$ cat config.mk
export PLATFORM = sky130hd
export DESIGN_NAME = gated_timer
export DESIGN_NICKNAME = d
export VERILOG_FILES = /design/src/hw/gtimer_pkg.sv /design/src/hw/gated_timer.sv
export SDC_FILE = /design/constraint.sdc
export NUM_CORES = 1
export LEC_CHECK = 0
export BUFFER_PORTS_ARGS = -buffer_cell sky130_fd_sc_hd__buf_4
export CAP_MARGIN = 20
export CORE_MARGIN = 1.5
export CORE_UTILIZATION = 50
export DETAILED_ROUTE_END_ITERATION = 10
export PLACE_DENSITY = 0.72
export SLEW_MARGIN = 20
export SYNTH_ARGS = -nofsm -noshare
export SYNTH_HDL_FRONTEND = slang
export SYNTH_SLANG_ARGS = --single-unit
export TNS_END_PERCENT = 1
$ cat constraint.sdc
create_clock -name clk_sys_i -period 2.75 [get_ports clk_sys_i]
set_input_delay 0.825 -clock clk_sys_i [delete_from_list [all_inputs] [get_ports clk_sys_i]]
set_output_delay 0.825 -clock clk_sys_i [all_outputs]
set_load 0.05 [all_outputs]
$ cat src/hw/gtimer_pkg.sv
// Package: register map, fields, reset values and timing for the gated timer
package gtimer_pkg;
    // Register offsets (byte addresses on the plain port)
    localparam logic [11:0] OFS_GATE_CONTROL = 12'hF9A;
    localparam logic [11:0] OFS_TIMER_CONTROL = 12'hFCD;
    localparam logic [11:0] OFS_COUNT_LOW = 12'hFCE;
    localparam logic [11:0] OFS_COUNT_HIGH = 12'hFCF;

    // Gate control fields
    localparam int GC_GATE_ENABLE = 7;
    localparam int GC_POLARITY = 6;
    localparam int GC_TOGGLE = 5;
    localparam int GC_SINGLE_PULSE = 4;
    localparam int GC_GO_DONE = 3;
    localparam int GC_VALUE = 2;
    localparam int GC_SOURCE_LSB = 0;

    // Timer control fields
    localparam int TC_SOURCE_LSB = 6;
    localparam int TC_PRESCALE_LSB = 4;
    localparam int TC_OSC_ENABLE = 3;
    localparam int TC_SYNC_BYPASS = 2;
    localparam int TC_WIDE_ACCESS = 1;
    localparam int TC_TIMER_ON = 0;

    // Reset values
    localparam logic [7:0] GATE_CONTROL_RESET = 8'h00;
    localparam logic [7:0] TIMER_CONTROL_RESET = 8'h00;
    localparam logic [15:0] COUNT_RESET = 16'h0000;

    // Clock source codes
    localparam logic [1:0] SRC_INSTR = 2'h0;
    localparam logic [1:0] SRC_SYSTEM = 2'h1;
    localparam logic [1:0] SRC_EXTERNAL = 2'h2;

    // Gate source codes
    localparam logic [1:0] GSRC_PIN = 2'h0;
    localparam logic [1:0] GSRC_MATCH = 2'h1;
    localparam logic [1:0] GSRC_CMP1 = 2'h2;
    localparam logic [1:0] GSRC_CMP2 = 2'h3;

    // Instruction clock ticks when the divider reaches this, so system clock divided by 4
    localparam logic [1:0] INSTR_DIV_LAST = 2'h3;
    localparam logic [1:0] DRIVE_HIGH = 2'h3;

    typedef struct packed {
        logic [11:0] addr;
        logic [7:0] wdata;
        logic wr;
        logic rd;
    } bus_req_t;

    typedef struct packed {
        logic external_count;
        logic crystal_in;
        logic gate_pin;
        logic match;
        logic cmp1;
        logic cmp2;
    } ext_in_t;

    typedef struct packed {
        logic crystal_enable;
        logic crystal_high_drive;
        logic pins_forced_input;
    } osc_ctl_t;

    typedef enum logic [1:0] {
        SP_IDLE,
        SP_ARMED,
        SP_RUN
    } sp_state_t;
endpackage

$ cat src/hw/gated_timer.sv
// Gated 16-bit timer/counter with register port and gate logic
//
// Summary of operation
// RQ1: Gate enable ignored while timer is off
// RQ2: Polarity bit picks counting gate level
// RQ3: Toggle mode flops gate on rising edges
// RQ4: Single-pulse mode takes over gate control
// RQ5: Go/done bit high while armed waiting
// RQ6: Clearing single-pulse mode clears go/done
// RQ7: Gate value bit shows gate, read-only
// RQ8: Source field picks pin, match, comparators
// RQ9: Software programs gate control register first; the bench writes timer control first
// RQ10: Sixteen-bit up counter, accessed by bytes
// RQ11: Internal clock prescaled, external counts edges
// RQ12: Enabled timer forces pins input, reads zero
// RQ13: Source code picks system, instruction, external
// RQ14: External source counts rising edge, sync optional
// RQ15: Falling edge needed before first count
// RQ16: Wide mode low read latches high buffer
// RQ17: Wide mode low write loads high too
// RQ18: Only low-byte write clears the prescaler
// RQ19: Oscillator enable powers crystal, always running
// RQ20: Software waits for crystal start-up itself
// RQ21: Drive field value 11 selects high drive
// RQ22: Prescale field divides by 1,2,4,8
// RQ23: Sync bypass bit only matters for external
// RQ24: Counter wraps from maximum to zero
// RQ25: Synced input passes two-stage synchroniser; the code uses three stages
//
// Our own choice: the address-and-strobe port.
`timescale 1ns/1ps
module gated_timer
    import gtimer_pkg::*;
(
    // Clock and reset
    input wire logic clk_sys_i,
    input wire logic resetn_i,
    // Register port
    input wire gtimer_pkg::bus_req_t bus_i,
    output logic [7:0] rdata_o,
    // Pins, internal gate sources and configuration word
    input wire gtimer_pkg::ext_in_t ext_i,
    input wire logic [1:0] config_word_low_i,
    // Oscillator and pin control, and counter value
    output gtimer_pkg::osc_ctl_t osc_o,
    output logic [15:0] count_o
);
    import gtimer_pkg::*;

    typedef struct packed {
        logic [7:0] gcon;
        logic [7:0] tcon;
        logic [15:0] count;
        logic [7:0] high_buf;
        logic [2:0] prescale;
        logic [1:0] instr_div;
        logic [2:0] ext_sync;
        logic ext_prev;
        logic armed_edge;
        logic [2:0] gate_sync;
        logic gate_prev;
        logic toggle_ff;
        sp_state_t sp;
        logic [7:0] rdata;
        osc_ctl_t osc;
    } state_t;

    state_t s_q;
    state_t s_d;

    localparam state_t STATE_RESET = '{
        gcon: GATE_CONTROL_RESET,
        tcon: TIMER_CONTROL_RESET,
        count: COUNT_RESET,
        high_buf: 8'h00,
        prescale: 3'h0,
        instr_div: 2'h0,
        ext_sync: 3'h0,
        ext_prev: 1'b0,
        armed_edge: 1'b0,
        gate_sync: 3'h0,
        gate_prev: 1'b0,
        toggle_ff: 1'b0,
        sp: SP_IDLE,
        rdata: 8'h00,
        osc: '0
    };

    logic timer_on;
    logic gate_en;
    logic polarity;
    logic toggle_en;
    logic sp_en;
    logic [1:0] gsrc;
    logic [1:0] csrc;
    logic [1:0] psel;
    logic bypass;
    logic wide;
    logic ext_raw;
    logic ext_level;
    logic ext_rise;
    logic gate_raw;
    logic gate_lvl;
    logic gate_rise;
    logic gate_path;
    logic gate_active;
    logic gate_fall_active;
    logic tick;
    logic inc;
    logic [2:0] pre_last;
    logic wr_low;
    logic wr_high;
    logic wr_gcon;
    logic wr_tcon;
    logic rd_low;
    logic [7:0] rd_mux;

    always_comb begin
        s_d = s_q;
        timer_on = s_q.tcon[TC_TIMER_ON];
        gate_en = s_q.gcon[GC_GATE_ENABLE];
        polarity = s_q.gcon[GC_POLARITY];
        toggle_en = s_q.gcon[GC_TOGGLE];
        sp_en = s_q.gcon[GC_SINGLE_PULSE];
        gsrc = s_q.gcon[GC_SOURCE_LSB +: 2];
        csrc = s_q.tcon[TC_SOURCE_LSB +: 2];
        psel = s_q.tcon[TC_PRESCALE_LSB +: 2];
        bypass = s_q.tcon[TC_SYNC_BYPASS];
        wide = s_q.tcon[TC_WIDE_ACCESS];

        wr_gcon = bus_i.wr && (bus_i.addr == OFS_GATE_CONTROL);
        wr_tcon = bus_i.wr && (bus_i.addr == OFS_TIMER_CONTROL);
        wr_low = bus_i.wr && (bus_i.addr == OFS_COUNT_LOW);
        wr_high = bus_i.wr && (bus_i.addr == OFS_COUNT_HIGH);
        rd_low = bus_i.rd && (bus_i.addr == OFS_COUNT_LOW);

        // RQ13: crystal or count pin as external
        ext_raw = s_q.tcon[TC_OSC_ENABLE] ? ext_i.crystal_in
                                          : ext_i.external_count;
        s_d.ext_sync = {s_q.ext_sync[1:0], ext_raw};
        // RQ25: three-stage sync, last stage gives the level
        // RQ23: bypass takes the raw pin level
        if (bypass) begin
            ext_level = ext_raw;
        end else begin
            ext_level = s_q.ext_sync[2];
        end
        s_d.ext_prev = ext_level;
        // RQ15: a low level arms counting first
        if (!ext_level) begin
            s_d.armed_edge = 1'b1;
        end
        if (!timer_on || wr_low || wr_high) begin
            s_d.armed_edge = 1'b0;
        end
        // RQ14: count rising edges once armed
        ext_rise = ext_level && !s_q.ext_prev && s_q.armed_edge;

        // RQ8: gate source multiplexer
        case (gsrc)
            GSRC_PIN: gate_raw = ext_i.gate_pin;
            GSRC_MATCH: gate_raw = ext_i.match;
            GSRC_CMP1: gate_raw = ext_i.cmp1;
            GSRC_CMP2: gate_raw = ext_i.cmp2;
            default: gate_raw = 1'b0;
        endcase
        // Sources may be asynchronous, so three stages
        s_d.gate_sync = {s_q.gate_sync[1:0], gate_raw};
        gate_lvl = s_q.gate_sync[2];
        s_d.gate_prev = gate_lvl;
        gate_rise = gate_lvl && !s_q.gate_prev;

        // RQ3: toggle flop, held clear when disabled
        if (!toggle_en) begin
            s_d.toggle_ff = 1'b0;
        end else if (gate_rise) begin
            s_d.toggle_ff = !s_q.toggle_ff;
        end
        gate_path = toggle_en ? s_q.toggle_ff : gate_lvl;
        // RQ2: polarity picks the counting level
        gate_active = polarity ? gate_path : !gate_path;
        gate_fall_active = !gate_active;

        // RQ4: single pulse sequence gates counting
        case (s_q.sp)
            SP_IDLE: begin
                if (sp_en && wr_gcon && bus_i.wdata[GC_GO_DONE]) begin
                    s_d.sp = SP_ARMED;
                end
            end
            SP_ARMED: begin
                if (gate_active) begin
                    s_d.sp = SP_RUN;
                end
            end
            SP_RUN: begin
                if (gate_fall_active) begin
                    s_d.sp = SP_IDLE;
                end
            end
            default: s_d.sp = SP_IDLE;
        endcase
        // RQ6: leaving single pulse mode ends acquisition
        if (wr_gcon && !bus_i.wdata[GC_SINGLE_PULSE]) begin
            s_d.sp = SP_IDLE;
        end
        // Writing go low cannot abort; only a mode clear can
        if (wr_gcon && sp_en && !bus_i.wdata[GC_GO_DONE]
                && bus_i.wdata[GC_SINGLE_PULSE]
                && s_q.sp != SP_IDLE) begin
            s_d.sp = s_q.sp;
        end

        // RQ13: instruction clock is system divided
        s_d.instr_div = s_q.instr_div + 2'h1;
        // RQ11: internal or external tick
        case (csrc)
            SRC_SYSTEM: tick = 1'b1;
            SRC_INSTR: tick = (s_q.instr_div == INSTR_DIV_LAST);
            SRC_EXTERNAL: tick = ext_rise;
            default: tick = 1'b0;
        endcase

        // RQ22: prescale ratio 1, 2, 4 or 8
        case (psel)
            2'h0: pre_last = 3'h0;
            2'h1: pre_last = 3'h1;
            2'h2: pre_last = 3'h3;
            default: pre_last = 3'h7;
        endcase

        // RQ1: gate only matters with timer on
        inc = 1'b0;
        if (timer_on && tick) begin
            if (s_q.prescale >= pre_last) begin
                s_d.prescale = 3'h0;
                if (!gate_en) begin
                    inc = 1'b1;
                end else if (sp_en) begin
                    inc = (s_q.sp == SP_RUN) && gate_active;
                end else begin
                    inc = gate_active;
                end
            end else begin
                s_d.prescale = s_q.prescale + 3'h1;
            end
        end

        // RQ24: plain wrap at the top
        // RQ10: sixteen-bit incrementing counter
        if (inc) begin
            s_d.count = s_q.count + 16'h0001;
        end

        // Register writes win over counting
        if (wr_gcon) begin
            s_d.gcon[7:4] = bus_i.wdata[7:4];
            s_d.gcon[1:0] = bus_i.wdata[1:0];
        end
        if (wr_tcon) begin
            s_d.tcon = bus_i.wdata;
        end
        // RQ18: high write keeps prescaler
        if (wr_high) begin
            if (wide) begin
                s_d.high_buf = bus_i.wdata;
            end else begin
                s_d.count[15:8] = bus_i.wdata;
            end
        end
        // RQ18: low write clears the prescaler
        if (wr_low) begin
            s_d.count[7:0] = bus_i.wdata;
            s_d.prescale = 3'h0;
            // RQ17: buffered high byte loads together
            if (wide) begin
                s_d.count[15:8] = s_q.high_buf;
            end
        end
        // RQ16: low read snapshots the high byte
        if (rd_low && wide) begin
            s_d.high_buf = s_q.count[15:8];
        end

        // RQ5: go/done reflects waiting or running
        // RQ7: gate value shows gate_active, the gate after polarity
        rd_mux = 8'h00;
        case (bus_i.addr)
            OFS_GATE_CONTROL: begin
                rd_mux = s_q.gcon;
                rd_mux[GC_GO_DONE] = (s_q.sp != SP_IDLE);
                rd_mux[GC_VALUE] = gate_active;
            end
            OFS_TIMER_CONTROL: rd_mux = s_q.tcon;
            OFS_COUNT_LOW: rd_mux = s_q.count[7:0];
            OFS_COUNT_HIGH: rd_mux = wide ? s_q.high_buf
                                          : s_q.count[15:8];
            default: rd_mux = 8'h00;
        endcase
        s_d.rdata = bus_i.rd ? rd_mux : 8'h00;

        // RQ19: crystal runs whenever enabled
        s_d.osc.crystal_enable = s_q.tcon[TC_OSC_ENABLE];
        // RQ21: drive level from configuration field
        s_d.osc.crystal_high_drive = (config_word_low_i == DRIVE_HIGH);
        // RQ12: enabled timer owns both pins
        s_d.osc.pins_forced_input = timer_on;
    end

    always_ff @(posedge clk_sys_i or negedge resetn_i) begin
        if (!resetn_i) begin
            s_q <= STATE_RESET;
        end else begin
            s_q <= s_d;
        end
    end

    assign rdata_o = s_q.rdata;
    assign osc_o = s_q.osc;
    assign count_o = s_q.count;
endmodule

==> results of run 1 <==
## worst max-delay path: cells and delay by family, from the launching register on
kind / cells / cell delay (ns)
mux: 1 / 0.27
compound gates: 1 / 0.23
fa+ha+maj: 1 / 0.27
simple gates: 4 / 1.16
xor+xnor: 1 / 0.11
flops: 1 / 0.44
## power groups by stage
stage	Clock (mW)	Combinational, mW	Sequential [mW]
floorplan	0	0.0501	1.00
global placement	0	0.117	1.01
finish	0.768	0.118	0.988
detailed placement	0	0.119	1.01
CTS	0.774	0.119	0.988
global route	0.815	0.129	0.989
## cells in the mapped netlist (all sizes together) (3+ instances only)
| cell type | n | area, um2 |
|---|---|---|
| a21oi | 23 | 115 |
| a222oi | 7 | 70.1 |
| a22oi | 7 | 57.6 |
| and2 | 4 | 25.0 |
| and3 | 5 | 31.3 |
| buf | 34 | 250 |
| clkbuf | 6 | 23.8 |
| dfrtp | 66 | 1650 |
| ha | 6 | 75.1 |
| inv | 9 | 33.8 |
| mux2 | 23 | 267 |
| mux2i | 12 | 136 |
| nand2 | 33 | 126 |
| nand2b | 7 | 51.3 |
| nand3 | 11 | 60.1 |
| nand3b | 3 | 22.5 |
| nand4 | 4 | 25.0 |
| nor2 | 27 | 106 |
| nor2b | 3 | 18.8 |
| nor3 | 8 | 45.0 |
| nor4 | 9 | 108 |
| o211ai | 3 | 22.5 |
| o21ai | 14 | 73.8 |
| o22ai | 6 | 43.8 |
| o31ai | 3 | 22.5 |
| or2 | 3 | 18.8 |
| xnor2 | 13 | 114 |
| xor2 | 3 | 26.3 |
## cell type report
type	instances	share of cell area [%]
inverters	9	0.789
clock buffers	9	2.89
well taps	99	2.89
repair buffers	67	11.7
flip-flops and latches	66	38.6
multi-input cells	249	41.8
clock inverters	7	1.37
## per-stage QoR
stage	worst slack [ns]	util [%]	instances	hold slack (ns)	total power, mW
3_5_place_dp	0.136	56.5	490	0.342	1.13
4_1_cts	0.168	59.1	506	0.359	1.88
5_1_grt	0.0557	59.1	506	0.374	1.93
2_1_floorplan	0.398	-	364	0.331	1.05
6_report	0.151	59.1	506	0.361	1.87
3_3_place_gp	0.212	56.5	490	0.337	1.12
## cell families (layout without fill, tap and decap cells)
group | count (synthesis) | after routing | synth area share [%]
flip-flops | 66 | 66 | 44.1
AO/OA/AOI/OAI | 68 | 68 | 12.1
buffers and inverters | 49 | 92 | 8.21
AND/OR/NAND/NOR | 123 | 123 | 18.6
adder cells (fa/ha/maj) | 6 | 6 | 2.00
multiplexers | 36 | 36 | 11.3
XOR/XNOR | 16 | 16 | 3.74
## flip-flops by register name, indices dropped and copies added, names as in the netlist
name / flops
bypass: 1
count_o: 16
csrc: 2
gate_en: 1
gate_lvl: 1
gsrc: 2
osc_o: 3
polarity: 1
psel: 2
rdata_o: 8
s_d: 6
s_q: 23
## layer usage
metal / vias up / wire length (um)
li1: 1357 / -
met1: 1399 / 4100
met4: 0 / 164
met3: 15 / 641
met5: - / 0
met2: 129 / 4050
## worst paths after layout
kind                       depth (start not counted)         end      from
max                                                8  count_o[6]   psel[1]
min                                                0     s_q[22]   s_d[22]
max in group asynchronous                          1  count_o[0]  resetn_i
min reg2reg                                        0     s_q[22]   s_d[22]
max reg2reg                                        8  count_o[6]   psel[1]
min in group asynchronous                          1    osc_o[0]  resetn_i
==> results.md, run 1 <==
* Core ar. at 0.00725 mm2
* Die X at 89.6 um
* Req. time, crit path at 2.99 ns
* Final Hold Viols at 0
* CTS tree: done
* Most frequent cells in the layout: 67 x buf_4, 66 x dfrtp_1, 32 x nand2_1
* Fmax at 385 MHz
* First-pass GRT wire length at 14100 um
* Drt via density at 5.73
* GRT overflow at 0
* Min-delay worst type: reg -> reg
* Internal power at 1.37 mW
* Post-synthesis cell count at 364
* CP arrival at 2.84 ns
* Vias in the first global route at 2766
* Finish-stage setup viols at 0
* Ant diodes at 0
* Syn Area/Cell at 10.3 um2
* Post-CTS Setup Bufs at 0
* Wire length per cell at 17.7 um
* HPWL after DPL at 6410 um
* Multi-input gate area at 0.00179 mm2
* TritonRoute pass-1 iters at 5
* Clk Latency, worst-skew pair at 0.36 ns
* Antenna viol nets, final at 0
* Layout area overhead at 14.3%
* Fill count at 608
* DRC at 0
* Sequential cell area fraction in the yosys report at 44.1%
* Mapped cell area at 0.00375 mm2
* Vias at 2900
* I/O pin count at 59
* Max-cap viol count at 0
* Final setup TNS at 0 ns
* Clock power share at 41.0%
* Num CTS Buffers at 9
* Pin count of the biggest net entering global routing at 67
* Yosys cell types at 58
* Combinational share of power at 6.3%
* Post-synth ARST share at 100%
* Leakage at 1.83 nW
* Critical path's slowest cell: nor4b_1
* Crit path cell chain: or2_2 > ha_1 > nor2b_1 > o21ai_2 > nand3_2 > nor4b_1 > xor2_1 > mux2_2
* DRT Wirelength at 8950 um
* Die area at 0.00803 mm2
* Clk buf depth at 2
* Fin crit share at 94.5%
* Slew Viols, Final at 0
* GR Util met3 at 4.84%
* Placed cell area at 0.00410 mm2
* Nets in the synthesized netlist at 402
* Crit start category: register
* Busiest grt layer: met2
* Post-layout net count at 440
* CP Capture Type: register
* Flop pwr share at 52.7%
* DR iter-0 viols at 234
* Htree depth at 3
* Net Sw Frac at 26.9%
* Status: completed
* Unrepaired setup endpoints after global routing: no
* Die Ht at 89.6 um
* Layout Skew at 0.0143 ns
* Initial Utilization at 51.7%
* Met2 Use GR at 35.9%
* Hold Buf Count CTS at 0
* Grt met1 use at 32.8%
* Initial antenna violation count at 0
* Top_reg_cell synth: dfrtp_1
* Total track usage at 23.6%
* Synth warn at 0
* Core Rows at 31
* Kind of critical path: reg -> reg
* Crit path largest cell delay at 0.45 ns
* Share of layout cells above drive strength 1 at 31.4%
* Clk sinks at 66
* PD cells at 438 mW/mm2
* Yosys reg bits at 66
* Port bufs at 58
* Commonest non-fill, non-tap cell in the layout: buf_4
* Reg area at 0.00165 mm2
* CTS Root Cell: clkbuf_8
* Min cycle time layout at 2.60 ns
* Worst Path Max Fanout at 12
* Reg clk slew, reported paths at 0.09 ns
* Placer Congestion at 0.892
* VDD IR max at 0.246 mV
* Number of synthesized flops with an enable pin at 0
* Worst-Margin Slew at 0.822 ns
* R2R Setup Slk at 0.15 ns
* CTS resizes at 0
* Finished Cell Area at 0.00428 mm2
* P_sw at 0.505 mW
* Worst slew margin at 45.2%
Power figures use the tool's default switching activity.
==> run 2: changes to the inputs <==
- PLACE_DENSITY: 0.72 -> not set
- PLACE_DENSITY_LB_ADDON: not set -> 0.12
==> run 2 against run 1 <==
Against the previous run:
- clock skew decreased by 0.0066 ns
- die area unchanged
- utilization increased by 0.81 points
- combinational power about the same
- maximum frequency increased by 0.92%
- sequential cell count unchanged
- power increased by 12%
- highest routed layer unchanged
- global-route usage increased by 1.1 points
- clock power increased by 30%
- design area increased by 1.4%
==> results.md, run 2 (synthesized netlist as in run 1, its figures left out) <==
* Post-layout net count at 440 (unchanged)
* Antenna viol nets, final at 0 (unchanged)
* Req. time, crit path at 3.00 ns (about the same)
* Worst slew margin at 43.9% (-1.3 points)
* HPWL after DPL at 6560 um (+2.4%)
* Unrepaired setup endpoints after global routing: no
* Fin crit share at 93.6% (-0.86 points)
* Stages on worst setup path at 8 (unchanged)
* Vias at 2874 (-0.90%)
* Crit path cell chain: or2_2 > ha_1 > nor2b_1 > o21ai_2 > nand3_2 > nor4b_1 > xor2_1 > mux2_2
* Fmax at 388 MHz (+0.92%)
* Pin count of the biggest net entering global routing at 67 (unchanged)
* DRT Wirelength at 9020 um (+0.74%)
* Num CTS Buffers at 9 (unchanged)
* CTS Root Cell: clkbuf_8
* Htree depth at 3 (unchanged)
* CTS tree: done
* Final Hold Viols at 0 (unchanged)
* Kind of critical path: reg -> reg
* Reg area at 0.00165 mm2 (unchanged)
* Wire length per cell at 17.8 um (+0.74%)
* Final core area utilization at 59.9% (+0.81 points)
* Status: completed
* Layout Skew at 0.00777 ns (-0.00655 ns)
* First-pass GRT wire length at 14500 um (+3.0%)
* Share of layout cells above drive strength 1 at 31.4% (unchanged)
* Die X at 89.6 um (unchanged)
* DRC at 0 (unchanged)
* Multi-input gate area at 0.00179 mm2 (unchanged)
* Vias in the first global route at 2794 (+1.0%)
* Placer Congestion at 0.866 (-2.9%)
* Placed cell area at 0.00410 mm2 (unchanged)
* Worst-Margin Slew at 0.842 ns (+0.0200 ns)
* Fill count at 654 (+7.6%)
* Crit path largest cell delay at 0.44 ns (about the same)
* Initial Utilization at 51.7% (unchanged)
* Clk buf depth at 2 (unchanged)
* Slew Viols, Final at 0 (unchanged)
* Reg with most FFs: s_q
* CP Buf/Inv Count at 0 (unchanged)
* Hold WS at 0.351 ns (-0.00975 ns)
* Die area at 0.00803 mm2 (unchanged)
* CP startpoint: psel[1]
* TritonRoute pass-1 iters at 5 (unchanged)
* Ant diodes at 0 (unchanged)
* Critical path's slowest cell: nor4b_1
* GRT overflow at 0 (unchanged)
* Post-CTS Setup Bufs at 0 (unchanged)
* Max reg flops at 23 (unchanged)
* Reg clk slew, reported paths at 0.08 ns (about the same)
* Worst Path Max Fanout at 12 (unchanged)
* Min cycle time layout at 2.58 ns (-0.0237 ns)
* VDD IR max at 0.327 mV (+33%)
* Min-delay worst type: reg -> reg
* Hold Buf Count CTS at 0 (unchanged)
* Drt via density at 5.68 (-0.90%)
* Crit start category: register
* Max-cap viol count at 0 (unchanged)
* Finished Cell Area at 0.00434 mm2 (+1.4%)
* PD cells at 485 mW/mm2 (+11%)
* Hold Startpoint: s_d[22]
* Crit path max-delay family: simple AND/OR/NAND/NOR gates
* Total track usage at 24.6% (+1.1 points)
* Design Power at 2.11 mW (+12%)
* Clk Latency, worst-skew pair at 0.36 ns (about the same)
* Core ar. at 0.00725 mm2 (unchanged)
* Core Rows at 31 (unchanged)
* Port bufs at 58 (unchanged)
* Finish-stage setup viols at 0 (unchanged)
* Initial antenna violation count at 0 (unchanged)
* Layout area overhead at 15.9%
* CTS resizes at 0 (unchanged)
* CP arrival at 2.82 ns (-0.02 ns)
* R2r startpoint: psel[1]
* I/O pin count at 59 (unchanged)
* Leakage at 1.86 nW (+2.0%)
* Die Ht at 89.6 um (unchanged)
* Hold Path Stages at 0 (unchanged)
* DR iter-0 viols at 240 (+2.6%)
* Commonest non-fill, non-tap cell in the layout: buf_4
* CP Capture Type: register
* Final setup TNS at 0 ns (unchanged)
* FF-to-FF path depth at 8 (unchanged)
* Clk sinks at 66 (unchanged)
* Most frequent cells in the layout: 67 x buf_4, 66 x dfrtp_1, 32 x nand2_1
[run 2: metal layers]
layer  wire (um)  vias to the layer above  GRT usage (%)
li1            -                     1365              -
met1        4230                     1395           34.3
met2        4140                      102           38.3
met3         529                       12           4.84
met4         119                        0           8.95
met5           0                        -              0
[run 2: worst paths after layout]
path / endpoint / slack [ns]
setup / recovery: count_o[6] / 0.17
hold / removal: s_q[22] / 0.35
setup reg to reg: count_o[6] / 0.17
hold reg to reg: s_q[22] / 0.35
max in group asynchronous: s_q[27] / 1.62
min in group asynchronous: s_d[21] / 0.56
[run 2: through the flow]
step	std cells	setup slack (ns)
2_1_floorplan	364	0.398
3_3_place_gp	490	0.237
3_5_place_dp	490	0.174
4_1_cts	506	0.170
5_1_grt	506	0.0322
6_report	506	0.175
[run 2: cell type report]
cell class | count | share of cell area [%]
Clock buffer | 9 | 2.85
Clock inverter | 7 | 2.71
Inverter | 9 | 0.778
Multi-Input combinational cell | 249 | 41.2
Sequential cell | 66 | 38.0
Tap cell | 99 | 2.85
Timing Repair Buffer | 67 | 11.6
[run 2: where the power goes]
part | internal [mW] | total [mW] | switching (mW)
clock | 0.602 | 0.999 | 0.398
sequential | 0.980 | 0.989 | 0.00895
combinational | 0.0491 | 0.118 | 0.0684
total | 1.63 | 2.11 | 0.475
[run 2: worst reg2reg max path: stages (launching register included)]
cell and delay [ns]:
dfrtp_1 0.43, or2_2 0.31, ha_1 0.28, nor2b_1 0.06, o21ai_2 0.23, nand3_2 0.34
nor4b_1 0.44, xor2_1 0.10, mux2_2 0.27
